## src/common/tid_params.svh

```systemverilog
// Instruction codes, register widths, identification value and buffer depth for the TAP decoder
`ifndef TID_PARAMS_SVH
`define TID_PARAMS_SVH

// Instruction register width and codes
`define TID_IR_W 8
`define TID_OP_EXTEST 8'h00
`define TID_OP_LOGIC_ADDR 8'h01
`define TID_OP_LOGIC_DATA 8'h02
`define TID_OP_BULK_ERASE 8'h03
`define TID_OP_LOGIC_WRITE 8'h07
`define TID_OP_SECURITY 8'h09
`define TID_OP_LOGIC_READBACK 8'h0A
`define TID_OP_IN_FORCE_LOW 8'h12
`define TID_OP_IN_FORCE_HIGH 8'h13
`define TID_OP_DISCHARGE 8'h14
`define TID_OP_PROG_ENABLE 8'h15
`define TID_OP_IDCODE 8'h16
`define TID_OP_USER_SIGNATURE_READ 8'h17
`define TID_OP_OUTPUT_FLOAT 8'h18
`define TID_OP_UES_WRITE 8'h1A
`define TID_OP_SAMPLE 8'h1C
`define TID_OP_PROG_DISABLE 8'h1E
`define TID_OP_AUTOINC_INIT 8'h21
`define TID_OP_DEV_RESET 8'h22
`define TID_OP_DONE_ERASE 8'h24
`define TID_OP_TWI_DATA 8'h25
`define TID_OP_TWI_CTRL 8'h26
`define TID_OP_WRITE_AUTOINC 8'h27
`define TID_OP_CFG_READBACK 8'h28
`define TID_OP_CFG_ERASE 8'h29
`define TID_OP_READBACK_AUTOINC 8'h2A
`define TID_OP_CFG_ADDR 8'h2B
`define TID_OP_CFG_DATA 8'h2D
`define TID_OP_CFG_WRITE 8'h2E
`define TID_OP_DONE_WRITE 8'h2F
`define TID_OP_BYPASS 8'hFF

// Data register lengths
`define TID_SR_W 123
`define TID_ID_W 32
`define TID_TWI_DATA_W 72
`define TID_TWI_CTRL_W 12
`define TID_CFG_ADDR_W 8
`define TID_CFG_DATA_W 16
`define TID_LOGIC_ADDR_W 109
`define TID_LOGIC_DATA_W 123
`define TID_UES_W 32

// Arbitrary identification value, no meaning beyond a legal marker bit
`define TID_ID_CODE 32'h0A5C_3001

// Depth of the write buffer toward the two-wire register side
`define TID_FIFO_DEPTH 4

`endif

```

## src/common/tid_pkg.sv

```systemverilog
// Types shared by the TAP instruction decoder
`include "tid_params.svh"
`default_nettype none
package tid_pkg;
   // Controller states
   typedef enum logic [3:0] {
      tap_reset, tap_idle, tap_sel_dr, tap_cap_dr, tap_shift_dr, tap_exit1_dr,
      tap_pause_dr, tap_exit2_dr, tap_upd_dr, tap_sel_ir, tap_cap_ir,
      tap_shift_ir, tap_exit1_ir, tap_pause_ir, tap_exit2_ir, tap_upd_ir
   } tid_tap_e;

   // Serial path placed between data in and data out
   typedef enum logic [3:0] {
      path_bypass, path_id, path_twi_data, path_twi_ctrl, path_cfg_addr,
      path_cfg_data, path_logic_addr, path_logic_data, path_ues
   } tid_path_e;

   // Operations on non-volatile storage, started in run-test/idle
   typedef enum logic [3:0] {
      nv_none, nv_cfg_erase, nv_cfg_write, nv_cfg_readback, nv_logic_write,
      nv_logic_readback, nv_write_autoinc, nv_readback_autoinc, nv_user_signature_read,
      nv_ues_write, nv_done_erase, nv_done_write, nv_security, nv_bulk_erase,
      nv_discharge
   } tid_nvop_e;

   // Request to the storage engine
   typedef struct packed {
      tid_nvop_e op;
      logic start;
   } tid_nv_req_s;

   // Whole decoder state
   typedef struct packed {
      logic [1:0] tck_s;
      logic [1:0] tms_s;
      logic [1:0] tdi_s;
      logic tck_prev;
      tid_tap_e tap;
      logic [`TID_IR_W-1:0] ir_sh;
      logic [`TID_IR_W-1:0] ir;
      logic [`TID_SR_W-1:0] sr;
      logic tdo;
      logic tdo_oe;
      logic op_pend;
      tid_nv_req_s nv;
      logic prog_mode;
      logic first_in;
      logic dev_rst;
      logic [`TID_TWI_CTRL_W-1:0] twi_ctrl;
      logic [`TID_CFG_ADDR_W-1:0] cfg_addr;
      logic [`TID_CFG_DATA_W-1:0] cfg_data;
      logic [`TID_LOGIC_ADDR_W-1:0] logic_addr;
      logic [`TID_LOGIC_DATA_W-1:0] logic_data;
      logic [`TID_UES_W-1:0] ues;
   } tid_state_s;
endpackage
`default_nettype wire

```

## src/design/tid_decoder.sv

```systemverilog
// TAP instruction decoder with data path selection and storage requests
//
// Contract
// - Eight-bit IR; all ones selects bypass bit
// - All-zeros external test acts as bypass
// - Sample/preload falls back to bypass
// - Identification instruction selects identification register
// - Identification register is 32-bit shift register
// - After reset, identification register is selected
// - Done-erase clears only the completion flag
// - Done-write programs the completion flag
// - Two-wire data instruction selects 72-bit register
// - Two-wire control instruction selects 12-bit register
// - Output-float releases drains, gate drivers low
// - Reset instruction resets the sequencing logic
// - Two instructions force first input low/high
// - Config address and data instructions select registers
// - Config erase and write instructions act
// - Config verify reads back stored data
// - Logic address 109 bits, data 123 bits
// - Logic write and readback instructions act
// - Autoinc init prepares; autoinc write advances address
// - Autoinc readback advances address in the same cycle its load starts
// - Signature read loads, signature write stores
// - Enable, disable programming, program security fuse
// - Bulk erase and supply discharge instructions
// - Capture-IR always loads identification instruction
// - Inputs sampled on TCK rise, TDO on fall
// - Storage operations start at run-test/idle entry
`include "tid_params.svh"
`default_nettype none
module tid_decoder import tid_pkg::*; #(
   parameter logic [`TID_ID_W-1:0] ID_CODE = `TID_ID_CODE,
   parameter int FIFO_DEPTH = `TID_FIFO_DEPTH
) (
   input wire logic clk,
   input wire logic rst_n,
   input wire logic tck,
   input wire logic tms,
   input wire logic tdi,
   output logic tdo,
   output logic tdo_oe,
   output logic output_float,
   output logic dev_reset_req,
   output logic first_digital_input,
   output logic prog_mode,
   output tid_nv_req_s nv_req,
   output logic [`TID_TWI_CTRL_W-1:0] twi_ctrl,
   output logic [`TID_CFG_ADDR_W-1:0] cfg_addr,
   output logic [`TID_CFG_DATA_W-1:0] cfg_data,
   output logic [`TID_LOGIC_ADDR_W-1:0] logic_addr,
   output logic [`TID_LOGIC_DATA_W-1:0] logic_data,
   output logic [`TID_UES_W-1:0] ues_data,
   input wire logic [`TID_CFG_DATA_W-1:0] cfg_rd_data,
   input wire logic [`TID_LOGIC_DATA_W-1:0] logic_rd_data,
   input wire logic [`TID_UES_W-1:0] ues_rd_data,
   input wire logic [`TID_TWI_DATA_W-1:0] twi_rd_data,
   output logic twi_wr_space,
   output logic twi_wr_valid,
   output logic [`TID_TWI_DATA_W-1:0] twi_wr_data,
   input wire logic twi_wr_ready
);
   tid_state_s q;
   tid_state_s d;
   logic rise; // Test clock rising edge seen this cycle
   logic fall; // Test clock falling edge seen this cycle
   tid_path_e path; // Path chosen by the current instruction
   logic [6:0] len; // Length of that path
   logic push; // Two-wire data word leaves on update
   logic [`TID_IR_W-1:0] id_op;

   assign id_op = `TID_OP_IDCODE;

   // Path for each instruction; anything unlisted lands on bypass
   function automatic tid_path_e path_of(input logic [`TID_IR_W-1:0] op);
      unique case (op)
         `TID_OP_IDCODE: path_of = path_id;
         `TID_OP_TWI_DATA: path_of = path_twi_data;
         `TID_OP_TWI_CTRL: path_of = path_twi_ctrl;
         `TID_OP_CFG_ADDR: path_of = path_cfg_addr;
         `TID_OP_CFG_DATA, `TID_OP_CFG_WRITE, `TID_OP_CFG_READBACK: begin
            path_of = path_cfg_data;
         end
         `TID_OP_LOGIC_ADDR: path_of = path_logic_addr;
         `TID_OP_LOGIC_DATA, `TID_OP_LOGIC_WRITE, `TID_OP_LOGIC_READBACK,
         `TID_OP_WRITE_AUTOINC, `TID_OP_READBACK_AUTOINC: begin
            path_of = path_logic_data;
         end
         `TID_OP_USER_SIGNATURE_READ, `TID_OP_UES_WRITE: path_of = path_ues;
         // Bypass, external test, sample and unknown codes
         default: path_of = path_bypass;
      endcase
   endfunction

   // Length in bits of each path
   function automatic logic [6:0] len_of(input tid_path_e p);
      unique case (p)
         path_id: len_of = 7'(`TID_ID_W);
         path_twi_data: len_of = 7'(`TID_TWI_DATA_W);
         path_twi_ctrl: len_of = 7'(`TID_TWI_CTRL_W);
         path_cfg_addr: len_of = 7'(`TID_CFG_ADDR_W);
         path_cfg_data: len_of = 7'(`TID_CFG_DATA_W);
         path_logic_addr: len_of = 7'(`TID_LOGIC_ADDR_W);
         path_logic_data: len_of = 7'(`TID_LOGIC_DATA_W);
         path_ues: len_of = 7'(`TID_UES_W);
         // Bypass, and any code that no path owns
         default: len_of = 7'd1;
      endcase
   endfunction

   // Storage operation of each instruction, started later in idle
   function automatic tid_nvop_e nvop_of(input logic [`TID_IR_W-1:0] op);
      unique case (op)
         `TID_OP_DONE_ERASE: nvop_of = nv_done_erase;
         `TID_OP_DONE_WRITE: nvop_of = nv_done_write;
         `TID_OP_CFG_ERASE: nvop_of = nv_cfg_erase;
         `TID_OP_CFG_WRITE: nvop_of = nv_cfg_write;
         `TID_OP_CFG_READBACK: nvop_of = nv_cfg_readback;
         `TID_OP_LOGIC_WRITE: nvop_of = nv_logic_write;
         `TID_OP_LOGIC_READBACK: nvop_of = nv_logic_readback;
         `TID_OP_WRITE_AUTOINC: nvop_of = nv_write_autoinc;
         `TID_OP_READBACK_AUTOINC: nvop_of = nv_readback_autoinc;
         `TID_OP_USER_SIGNATURE_READ: nvop_of = nv_user_signature_read;
         `TID_OP_UES_WRITE: nvop_of = nv_ues_write;
         `TID_OP_SECURITY: nvop_of = nv_security;
         `TID_OP_BULK_ERASE: nvop_of = nv_bulk_erase;
         `TID_OP_DISCHARGE: nvop_of = nv_discharge;
         default: nvop_of = nv_none;
      endcase
   endfunction

   // Instructions that hold the outputs released while they stand
   function automatic logic floats(input logic [`TID_IR_W-1:0] op);
      unique case (op)
         `TID_OP_OUTPUT_FLOAT, `TID_OP_LOGIC_ADDR, `TID_OP_LOGIC_DATA,
         `TID_OP_LOGIC_WRITE, `TID_OP_SECURITY, `TID_OP_LOGIC_READBACK,
         `TID_OP_DISCHARGE, `TID_OP_CFG_ADDR, `TID_OP_CFG_DATA,
         `TID_OP_CFG_ERASE, `TID_OP_CFG_WRITE, `TID_OP_CFG_READBACK,
         `TID_OP_BULK_ERASE, `TID_OP_PROG_ENABLE, `TID_OP_UES_WRITE: floats = 1'b1;
         default: floats = 1'b0;
      endcase
   endfunction

   // Standard sixteen-state walk, steered by mode select
   function automatic tid_tap_e tap_next(input tid_tap_e s, input logic m);
      unique case (s)
         tap_reset: tap_next = m ? tap_reset : tap_idle;
         tap_idle: tap_next = m ? tap_sel_dr : tap_idle;
         tap_sel_dr: tap_next = m ? tap_sel_ir : tap_cap_dr;
         tap_cap_dr: tap_next = m ? tap_exit1_dr : tap_shift_dr;
         tap_shift_dr: tap_next = m ? tap_exit1_dr : tap_shift_dr;
         tap_exit1_dr: tap_next = m ? tap_upd_dr : tap_pause_dr;
         tap_pause_dr: tap_next = m ? tap_exit2_dr : tap_pause_dr;
         tap_exit2_dr: tap_next = m ? tap_upd_dr : tap_shift_dr;
         tap_upd_dr: tap_next = m ? tap_sel_dr : tap_idle;
         tap_sel_ir: tap_next = m ? tap_reset : tap_cap_ir;
         tap_cap_ir: tap_next = m ? tap_exit1_ir : tap_shift_ir;
         tap_shift_ir: tap_next = m ? tap_exit1_ir : tap_shift_ir;
         tap_exit1_ir: tap_next = m ? tap_upd_ir : tap_pause_ir;
         tap_pause_ir: tap_next = m ? tap_exit2_ir : tap_pause_ir;
         tap_exit2_ir: tap_next = m ? tap_upd_ir : tap_shift_ir;
         tap_upd_ir: tap_next = m ? tap_sel_dr : tap_idle;
      endcase
   endfunction

   // Edges come only from the second synchroniser stage
   assign rise = q.tck_s[1] && !q.tck_prev;
   assign fall = !q.tck_s[1] && q.tck_prev;
   assign path = path_of(q.ir);
   assign len = len_of(path);
   assign push = rise && (q.tap == tap_upd_dr) && (path == path_twi_data);

   // Next state of the whole decoder
   always_comb begin
      d = q;
      d.tck_s = {q.tck_s[0], tck};
      d.tms_s = {q.tms_s[0], tms};
      d.tdi_s = {q.tdi_s[0], tdi};
      d.tck_prev = q.tck_s[1];
      d.dev_rst = 1'b0;
      d.nv.start = 1'b0;
      // Storage operation starts once the controller sits in idle
      if (q.tap == tap_idle && q.op_pend) begin
         d.op_pend = 1'b0;
         d.nv.start = 1'b1;
         // Auto-increment ops step the address with the start
         if (q.nv.op == nv_write_autoinc || q.nv.op == nv_readback_autoinc) begin
            d.logic_addr = q.logic_addr + 1'b1;
         end
      end
      // Mode select and data in taken on the rising test clock
      if (rise) begin
         d.tap = tap_next(q.tap, q.tms_s[1]);
         unique case (q.tap)
            tap_reset: begin
               d.ir = `TID_OP_IDCODE;
               d.prog_mode = 1'b0;
               d.op_pend = 1'b0;
            end
            tap_cap_dr: begin
               d.sr = '0;
               unique case (path)
                  path_id: d.sr[`TID_ID_W-1:0] = ID_CODE;
                  path_twi_data: d.sr[`TID_TWI_DATA_W-1:0] = twi_rd_data;
                  path_twi_ctrl: d.sr[`TID_TWI_CTRL_W-1:0] = q.twi_ctrl;
                  path_cfg_addr: d.sr[`TID_CFG_ADDR_W-1:0] = q.cfg_addr;
                  path_cfg_data: d.sr[`TID_CFG_DATA_W-1:0] = cfg_rd_data;
                  path_logic_addr: d.sr[`TID_LOGIC_ADDR_W-1:0] = q.logic_addr;
                  path_logic_data: d.sr = logic_rd_data;
                  path_ues: d.sr[`TID_UES_W-1:0] = ues_rd_data;
                  path_bypass: d.sr = '0;
               endcase
            end
            tap_shift_dr: begin
               // Data in enters at the far end of the selected length
               d.sr = q.sr >> 1;
               d.sr[len - 7'd1] = q.tdi_s[1];
            end
            tap_upd_dr: begin
               unique case (path)
                  path_twi_ctrl: d.twi_ctrl = q.sr[`TID_TWI_CTRL_W-1:0];
                  path_cfg_addr: d.cfg_addr = q.sr[`TID_CFG_ADDR_W-1:0];
                  path_cfg_data: d.cfg_data = q.sr[`TID_CFG_DATA_W-1:0];
                  path_logic_addr: d.logic_addr = q.sr[`TID_LOGIC_ADDR_W-1:0];
                  path_logic_data: d.logic_data = q.sr;
                  path_ues: d.ues = q.sr[`TID_UES_W-1:0];
                  default: d.ues = q.ues;
               endcase
            end
            tap_cap_ir: d.ir_sh = `TID_OP_IDCODE;
            tap_shift_ir: d.ir_sh = {q.tdi_s[1], q.ir_sh[`TID_IR_W-1:1]};
            tap_upd_ir: begin
               d.ir = q.ir_sh;
               // Immediate instructions act here, storage ops wait
               unique case (q.ir_sh)
                  `TID_OP_PROG_ENABLE: d.prog_mode = 1'b1;
                  `TID_OP_PROG_DISABLE: d.prog_mode = 1'b0;
                  `TID_OP_DEV_RESET: d.dev_rst = 1'b1;
                  `TID_OP_IN_FORCE_LOW: d.first_in = 1'b0;
                  `TID_OP_IN_FORCE_HIGH: d.first_in = 1'b1;
                  `TID_OP_AUTOINC_INIT: d.logic_addr = '0;
                  default: d.first_in = q.first_in;
               endcase
               d.nv.op = nvop_of(q.ir_sh);
               d.op_pend = (nvop_of(q.ir_sh) != nv_none);
            end
            default: d.sr = q.sr;
         endcase
      end
      // Data out moves only on the falling test clock
      if (fall) begin
         d.tdo_oe = (q.tap == tap_shift_dr) || (q.tap == tap_shift_ir);
         if (q.tap == tap_shift_ir) begin
            d.tdo = q.ir_sh[0];
         end else if (q.tap == tap_shift_dr) begin
            d.tdo = q.sr[0];
         end
      end
   end

   // State register; reset leaves the identification path selected
   always_ff @(posedge clk or negedge rst_n) begin
      if (!rst_n) begin
         q <= '0;
         q.tap <= tap_reset;
         q.ir <= `TID_OP_IDCODE;
         q.ir_sh <= `TID_OP_IDCODE;
      end else begin
         q <= d;
      end
   end

   // Two-wire writes are buffered; full buffer drops the word, space shows it
   tid_fifo #(
      .W(`TID_TWI_DATA_W),
      .DEPTH(FIFO_DEPTH)
   ) u_twi_fifo (
      .clk(clk),
      .rst_n(rst_n),
      .in_valid(push),
      .in_data(q.sr[`TID_TWI_DATA_W-1:0]),
      .in_ready(twi_wr_space),
      .out_valid(twi_wr_valid),
      .out_data(twi_wr_data),
      .out_ready(twi_wr_ready)
   );

   // Outputs, all from the state register
   assign tdo = q.tdo;
   assign tdo_oe = q.tdo_oe;
   assign output_float = floats(q.ir);
   assign dev_reset_req = q.dev_rst;
   assign first_digital_input = q.first_in;
   assign prog_mode = q.prog_mode;
   assign nv_req = q.nv;
   assign twi_ctrl = q.twi_ctrl;
   assign cfg_addr = q.cfg_addr;
   assign cfg_data = q.cfg_data;
   assign logic_addr = q.logic_addr;
   assign logic_data = q.logic_data;
   assign ues_data = q.ues;
endmodule
`default_nettype wire

```

## src/design/tid_fifo.sv

```systemverilog
// Small flip-flop FIFO with valid and ready on both sides
`default_nettype none
module tid_fifo #(
   parameter int W = 72,
   parameter int DEPTH = 4
) (
   input wire logic clk,
   input wire logic rst_n,
   input wire logic in_valid,
   input wire logic [W-1:0] in_data,
   output logic in_ready,
   output logic out_valid,
   output logic [W-1:0] out_data,
   input wire logic out_ready
);
   localparam int AW = (DEPTH > 1) ? $clog2(DEPTH) : 1;
   localparam logic [AW-1:0] LAST = AW'(DEPTH - 1);
   localparam logic [AW:0] FULL = (AW + 1)'(DEPTH);

   // Storage, pointers and fill count
   typedef struct packed {
      logic [DEPTH-1:0][W-1:0] mem;
      logic [AW-1:0] rd;
      logic [AW-1:0] wr;
      logic [AW:0] cnt;
   } tid_fifo_s;

   tid_fifo_s q;
   tid_fifo_s d;
   logic push;
   logic pop;

   // Honest flags straight from the count
   assign in_ready = (q.cnt != FULL);
   assign out_valid = (q.cnt != '0);
   assign out_data = q.mem[q.rd];
   assign push = in_valid && in_ready;
   assign pop = out_valid && out_ready;

   // Pointers wrap at the depth, so any depth works
   always_comb begin
      d = q;
      if (push) begin
         d.mem[q.wr] = in_data;
         d.wr = (q.wr == LAST) ? '0 : q.wr + 1'b1;
      end
      if (pop) begin
         d.rd = (q.rd == LAST) ? '0 : q.rd + 1'b1;
      end
      if (push && !pop) begin
         d.cnt = q.cnt + 1'b1;
      end else if (pop && !push) begin
         d.cnt = q.cnt - 1'b1;
      end
   end

   // State register
   always_ff @(posedge clk or negedge rst_n) begin
      if (!rst_n) begin
         q <= '0;
      end else begin
         q <= d;
      end
   end
endmodule
`default_nettype wire

```

## config.mk

```make
export PLATFORM = sky130hd
export DESIGN_NAME = tid_decoder
export DESIGN_NICKNAME = d
export VERILOG_FILES = /design/src/common/tid_pkg.sv /design/src/design/tid_decoder.sv /design/src/design/tid_fifo.sv
export VERILOG_INCLUDE_DIRS = /design/src /design/src/common
export SDC_FILE = /design/constraint.sdc
export NUM_CORES = 1
export LEC_CHECK = 0
export BUFFER_PORTS_ARGS = -buffer_cell sky130_fd_sc_hd__clkbuf_2
export CAP_MARGIN = 30
export CORE_ASPECT_RATIO = 2
export CORE_UTILIZATION = 62
export CTS_CLUSTER_DIAMETER = 150
export CTS_CLUSTER_SIZE = 28
export DETAILED_ROUTE_END_ITERATION = 8
export PLACE_DENSITY = 0.82
export SYNTH_ARGS = -nofsm -noshare
export SYNTH_HDL_FRONTEND = slang
export SYNTH_SLANG_ARGS = --single-unit
export TNS_END_PERCENT = 10
```

## constraint.sdc

```tcl
create_clock -name clk -period 6.6 [get_ports clk]
set_input_delay 1.32 -clock clk [delete_from_list [all_inputs] [get_ports clk]]
set_output_delay 1.32 -clock clk [all_outputs]
set_load 0.005 [all_outputs]
```

==> results by group <==
Setup path
  – Worst setup SP type: flip-flop
  – Cell-by-cell trace of the critical path: inv_1, ha_1, mux2i_1, o211a_1, nor4_4, buf_4, a311o_2, nand2_1, ha_1, inv_1, a2111o_1, and4_1, mux2_2, or3_1, nor3_1, mux2i_1, a211oi_1
  – Minimum setup slack among reg-to-reg paths: ~1.3 ns
  – Data arrival time of the worst path: between 5 and 6 ns
  – Crit path max fanout: 18
  – Worst EP required: 7.16 ns
  – Type of the setup path with the least slack: reg2reg
  – Slowest library cell on the worst path: sky130_fd_sc_hd__o211a_1
  – CP endpoint kind: flip-flop
  – Delay-heaviest family, CP: compound AO/OA/AOI/OAI gates
  – Largest stage delay on the critical path: ~0.62 ns
  – Combined buffer and inverter count along the critical path: 3

Layout
  – Share of layout cells above drive strength 1: 0.311
  – Layout overhead on the synthesized area: 5.98%
  – Net total in the final layout: about 4000
  – Post-layout instance area: 0.0416 mm2

Synthesis
  – Cell area after synthesis: slightly below 0.04 mm2
  – Synth async-reset ratio: 1.00
  – Ys Warns: 0
  – Number of synthesized flops with an enable pin: 0
  – Area fraction of the dominant cell type after synthesis: 0.478
  – Number of storage elements in the synthesis netlist: 756
  – Number of distinct library cells after synthesis: 97
  – Sequential element share of the synthesized area: 0.482
  – Nets in the synthesized netlist: 3862
  – Top post-synthesis cells by area: sky130_fd_sc_hd__dfrtp_1 48%, sky130_fd_sc_hd__mux2_2 9.6%, sky130_fd_sc_hd__buf_4 5.9%
  – Gate Count Post-Synth: 3594
  – Cell accounting for the most synthesized area: sky130_fd_sc_hd__dfrtp_1
  – Mean instance size in the synthesized netlist: about 11 um2
  – Primary flip-flop cell chosen by synthesis mapping: sky130_fd_sc_hd__dfrtp_1

Floorplanning
  – Core Footprint: between 0.06 and 0.07 mm2
  – Total Die Area: roughly 0.064 mm2
  – # IOs: 634
  – Initial Utilization: 0.627
  – Die Height: around 360 um
  – Core Rows: 130
  – Die X-Extent: between 150 and 200 um

Power
  – Clock group share of total power: 0.206
  – Peak supply drop: 0.000364 V
  – Power density relative to cell area: around 280 mW/mm2
  – Switching part of the total power: 0.391
  – Register share of total power: 0.551
  – Net Sw Power: 0.00447 W
  – Internal power: between 0.006 and 0.007 W
  – Overall power consumption: approximately 0.011 W
  – Comb power frac: 0.242
  – Static leakage: between 20 and 25 nW

Drt
  – Total Routed Length: approximately 120 mm
  – First-pass detailed-route iteration total: 9
  – Routed vias/inst: around 6.5
  – Detail-routed net length per standard cell: 27.3 um
  – Total via count in the routed design: slightly below 30000
  – Violation count after the first detailed-route iteration: 2872
  – DRT antenna net count: 0
  – DRC: between 100 and 150

Timing
  – Skew final: 0.0251 ns
  – Smallest setup slack after layout: between 1 and 1.5 ns
  – Share of the cycle needed by the critical path after routing: 0.802
  – Setup violation total in the final timing report: 0
  – Hold Fails Final Rpt: 0
  – Slew @ Worst Pin: 1.05 ns
  – Worst hold margin: around 0.36 ns
  – FMAX: 0.189 GHz
  – Unrepaired setup endpoints after global routing: false
  – Fin. max-slew vios: 0
  – Setup TNS after final layout: 0 ns
  – Max-Slew Margin vs Limit: 0.294
  – Clock period minus worst slack: 5.29 ns

Placement
  – IO Port Bufs: around 630
  – Global placement routability congestion: approximately 1
  – Place WS: about 1.4 ns
  – DP HPWL: 89.3 mm
  – Placed inst area: 0.0407 mm2

Clock tree
  – Post-CTS setup repair buffer count: 0
  – Buffer levels on the longest clock path: 3
  – Cts-stage hold buffer count: 0
  – Maximum level of the CTS H-tree: 1
  – Clk Tree Root Cell: sky130_fd_sc_hd__clkbuf_16
  – Clock Pin Slew Worst Setup and Hold Paths: between 0.1 and 0.15 ns
  – Number of clock sinks: between 700 and 800
  – CTS buffer count: 30
  – Clk_lat worst skew: about 0.66 ns
  – Clock tree from TritonCTS: built
  – Post-CTS Resized: 0

Run status
  – Result of the run: finished with violations
  – Failing checks: design-rule violations

Min path
  – Tightest Hold Check Type: reg2reg

Global routing
  – Total gr overflow: 0
  – Number of antenna violations at the first check in global routing: 11
  – Largest net degree at the start of global routing: around 190
  – Number of global-route vias before repair: roughly 30000
  – Wire length of the first global-routing pass: around 190 mm
  – GRT Total Usage: 0.387

Flow run
  – # Max-Cap Violations: 0
cell usage in the layout (no fill, tap or decap), types with 72 or more instances in the layout:
master,Yosys,routed
sky130_fd_sc_hd__clkbuf_2,1,632
sky130_fd_sc_hd__nand2_1,440,437
sky130_fd_sc_hd__nor2_1,171,170
sky130_fd_sc_hd__mux2_1,154,154
sky130_fd_sc_hd__nand3_1,79,78
sky130_fd_sc_hd__dfrtp_1,750,748
sky130_fd_sc_hd__o21ai_0,187,187
sky130_fd_sc_hd__a21oi_1,173,173
sky130_fd_sc_hd__mux4_2,72,72
sky130_fd_sc_hd__mux2_2,333,333
through the flow:
stage | utilization | cells
after floorplan | - | 3594
after global placement | 0.649 | 4516
after detailed placement | 0.650 | 4519
after CTS | 0.664 | 4575
after global routing | 0.664 | 4578
final | 0.664 | 4579
sequential cells by signal (all words and copies together), names as in the netlist, 4 cells and up:
signal        count
logic_data      123
ues_data         32
d                 4
twi_ctrl         12
nv_req            5
q               147
logic_addr      109
cfg_data         16
u_twi_fifo.q    295
cfg_addr          8
logic make-up after synthesis:
group / Yosys count / share of synthesized area
mux: 602 / 0.192
buf+inv: 592 / 0.0892
flops: 756 / 0.482
simple gates: 897 / 0.106
compound gates: 619 / 0.0998
xor+xnor: 109 / 0.0245
fa+ha+maj: 19 / 0.00625
cells in the mapped netlist (4+ instances only):
cell type and count:
sky130_fd_sc_hd__nand3b_1 4, sky130_fd_sc_hd__dfstp_2 6, sky130_fd_sc_hd__xnor2_1 54, sky130_fd_sc_hd__buf_4 311, sky130_fd_sc_hd__o22ai_1 9, sky130_fd_sc_hd__clkbuf_1 135, sky130_fd_sc_hd__and2_1 7, sky130_fd_sc_hd__a211o_1 13
sky130_fd_sc_hd__nand4_1 31, sky130_fd_sc_hd__mux2_1 154, sky130_fd_sc_hd__mux4_2 72, sky130_fd_sc_hd__a22o_1 8, sky130_fd_sc_hd__o21ai_0 187, sky130_fd_sc_hd__nor3_2 4, sky130_fd_sc_hd__nor2_1 171, sky130_fd_sc_hd__a21o_1 5
sky130_fd_sc_hd__o221ai_1 6, sky130_fd_sc_hd__a21oi_1 173, sky130_fd_sc_hd__a221o_1 18, sky130_fd_sc_hd__buf_2 76, sky130_fd_sc_hd__a31oi_1 16, sky130_fd_sc_hd__a41oi_1 4, sky130_fd_sc_hd__nand2_2 4, sky130_fd_sc_hd__o21ai_1 10
sky130_fd_sc_hd__buf_1 27, sky130_fd_sc_hd__nand2_1 440, sky130_fd_sc_hd__o31ai_1 28, sky130_fd_sc_hd__a32oi_1 4, sky130_fd_sc_hd__a211oi_1 33, sky130_fd_sc_hd__mux2i_1 42, sky130_fd_sc_hd__nand2b_1 4, sky130_fd_sc_hd__nor4_1 17
sky130_fd_sc_hd__xor2_1 54, sky130_fd_sc_hd__a22oi_1 27, sky130_fd_sc_hd__and3_1 31, sky130_fd_sc_hd__nand3_1 79, sky130_fd_sc_hd__nor3_1 44, sky130_fd_sc_hd__and4_1 16, sky130_fd_sc_hd__dfrtp_1 750, sky130_fd_sc_hd__inv_1 39
sky130_fd_sc_hd__or3_1 8, sky130_fd_sc_hd__o211ai_1 17, sky130_fd_sc_hd__ha_1 18, sky130_fd_sc_hd__a221oi_1 31, sky130_fd_sc_hd__mux2_2 333
final timing paths:
path / depth (start not counted) / to / startpoint
hold / removal: 0 / d[454] / d[460]
setup / recovery: 17 / q[320] / q[435]
max in group asynchronous: 2 / logic_addr[95] / rst_n
setup reg to reg: 17 / q[320] / q[435]
min in group asynchronous: 1 / logic_data[22] / rst_n
hold reg to reg: 0 / d[454] / d[460]
worst register-to-register path: stages, from the launching register on:
cell and delay (ns):
sky130_fd_sc_hd__dfstp_2 0.60, sky130_fd_sc_hd__inv_1 0.09, sky130_fd_sc_hd__ha_1 0.35, sky130_fd_sc_hd__mux2i_1 0.28, sky130_fd_sc_hd__o211a_1 0.62, sky130_fd_sc_hd__nor4_4 0.05
sky130_fd_sc_hd__buf_4 0.25, sky130_fd_sc_hd__a311o_2 0.43, sky130_fd_sc_hd__nand2_1 0.20, sky130_fd_sc_hd__ha_1 0.40, sky130_fd_sc_hd__inv_1 0.11, sky130_fd_sc_hd__a2111o_1 0.34
sky130_fd_sc_hd__and4_1 0.21, sky130_fd_sc_hd__mux2_2 0.30, sky130_fd_sc_hd__or3_1 0.38, sky130_fd_sc_hd__nor3_1 0.22, sky130_fd_sc_hd__mux2i_1 0.12, sky130_fd_sc_hd__a211oi_1 0.28
routing by layer:
metal,routed length [um],share of wire,global-route usage
met1,44500,0.36,0.463
met2,61000,0.49,0.651
met3,10100,0.081,0.0654
met4,9050,0.072,0.248
met5,59,0.00047,0
layout make-up:
type,count,area (um2)
fillers,4807,21000
well taps,792,991
diodes,4,10.0
multi-input cells,2246,16900
repair buffers,685,3720
inverters,40,150
flip-flops and latches,756,18900
clock buffers,56,870
power groups by stage:
stage	sequential, W	clock, W	combinational [W]
after detailed placement	0.00637	0	0.00273
after CTS	0.00627	0.00239	0.00273
final	0.00631	0.00236	0.00277
after global placement	0.00634	0	0.00267
after floorplan	0.00552	0	0.00217
after global routing	0.00636	0.00254	0.00299
Note: power is estimated with default switching activity, not from simulation.
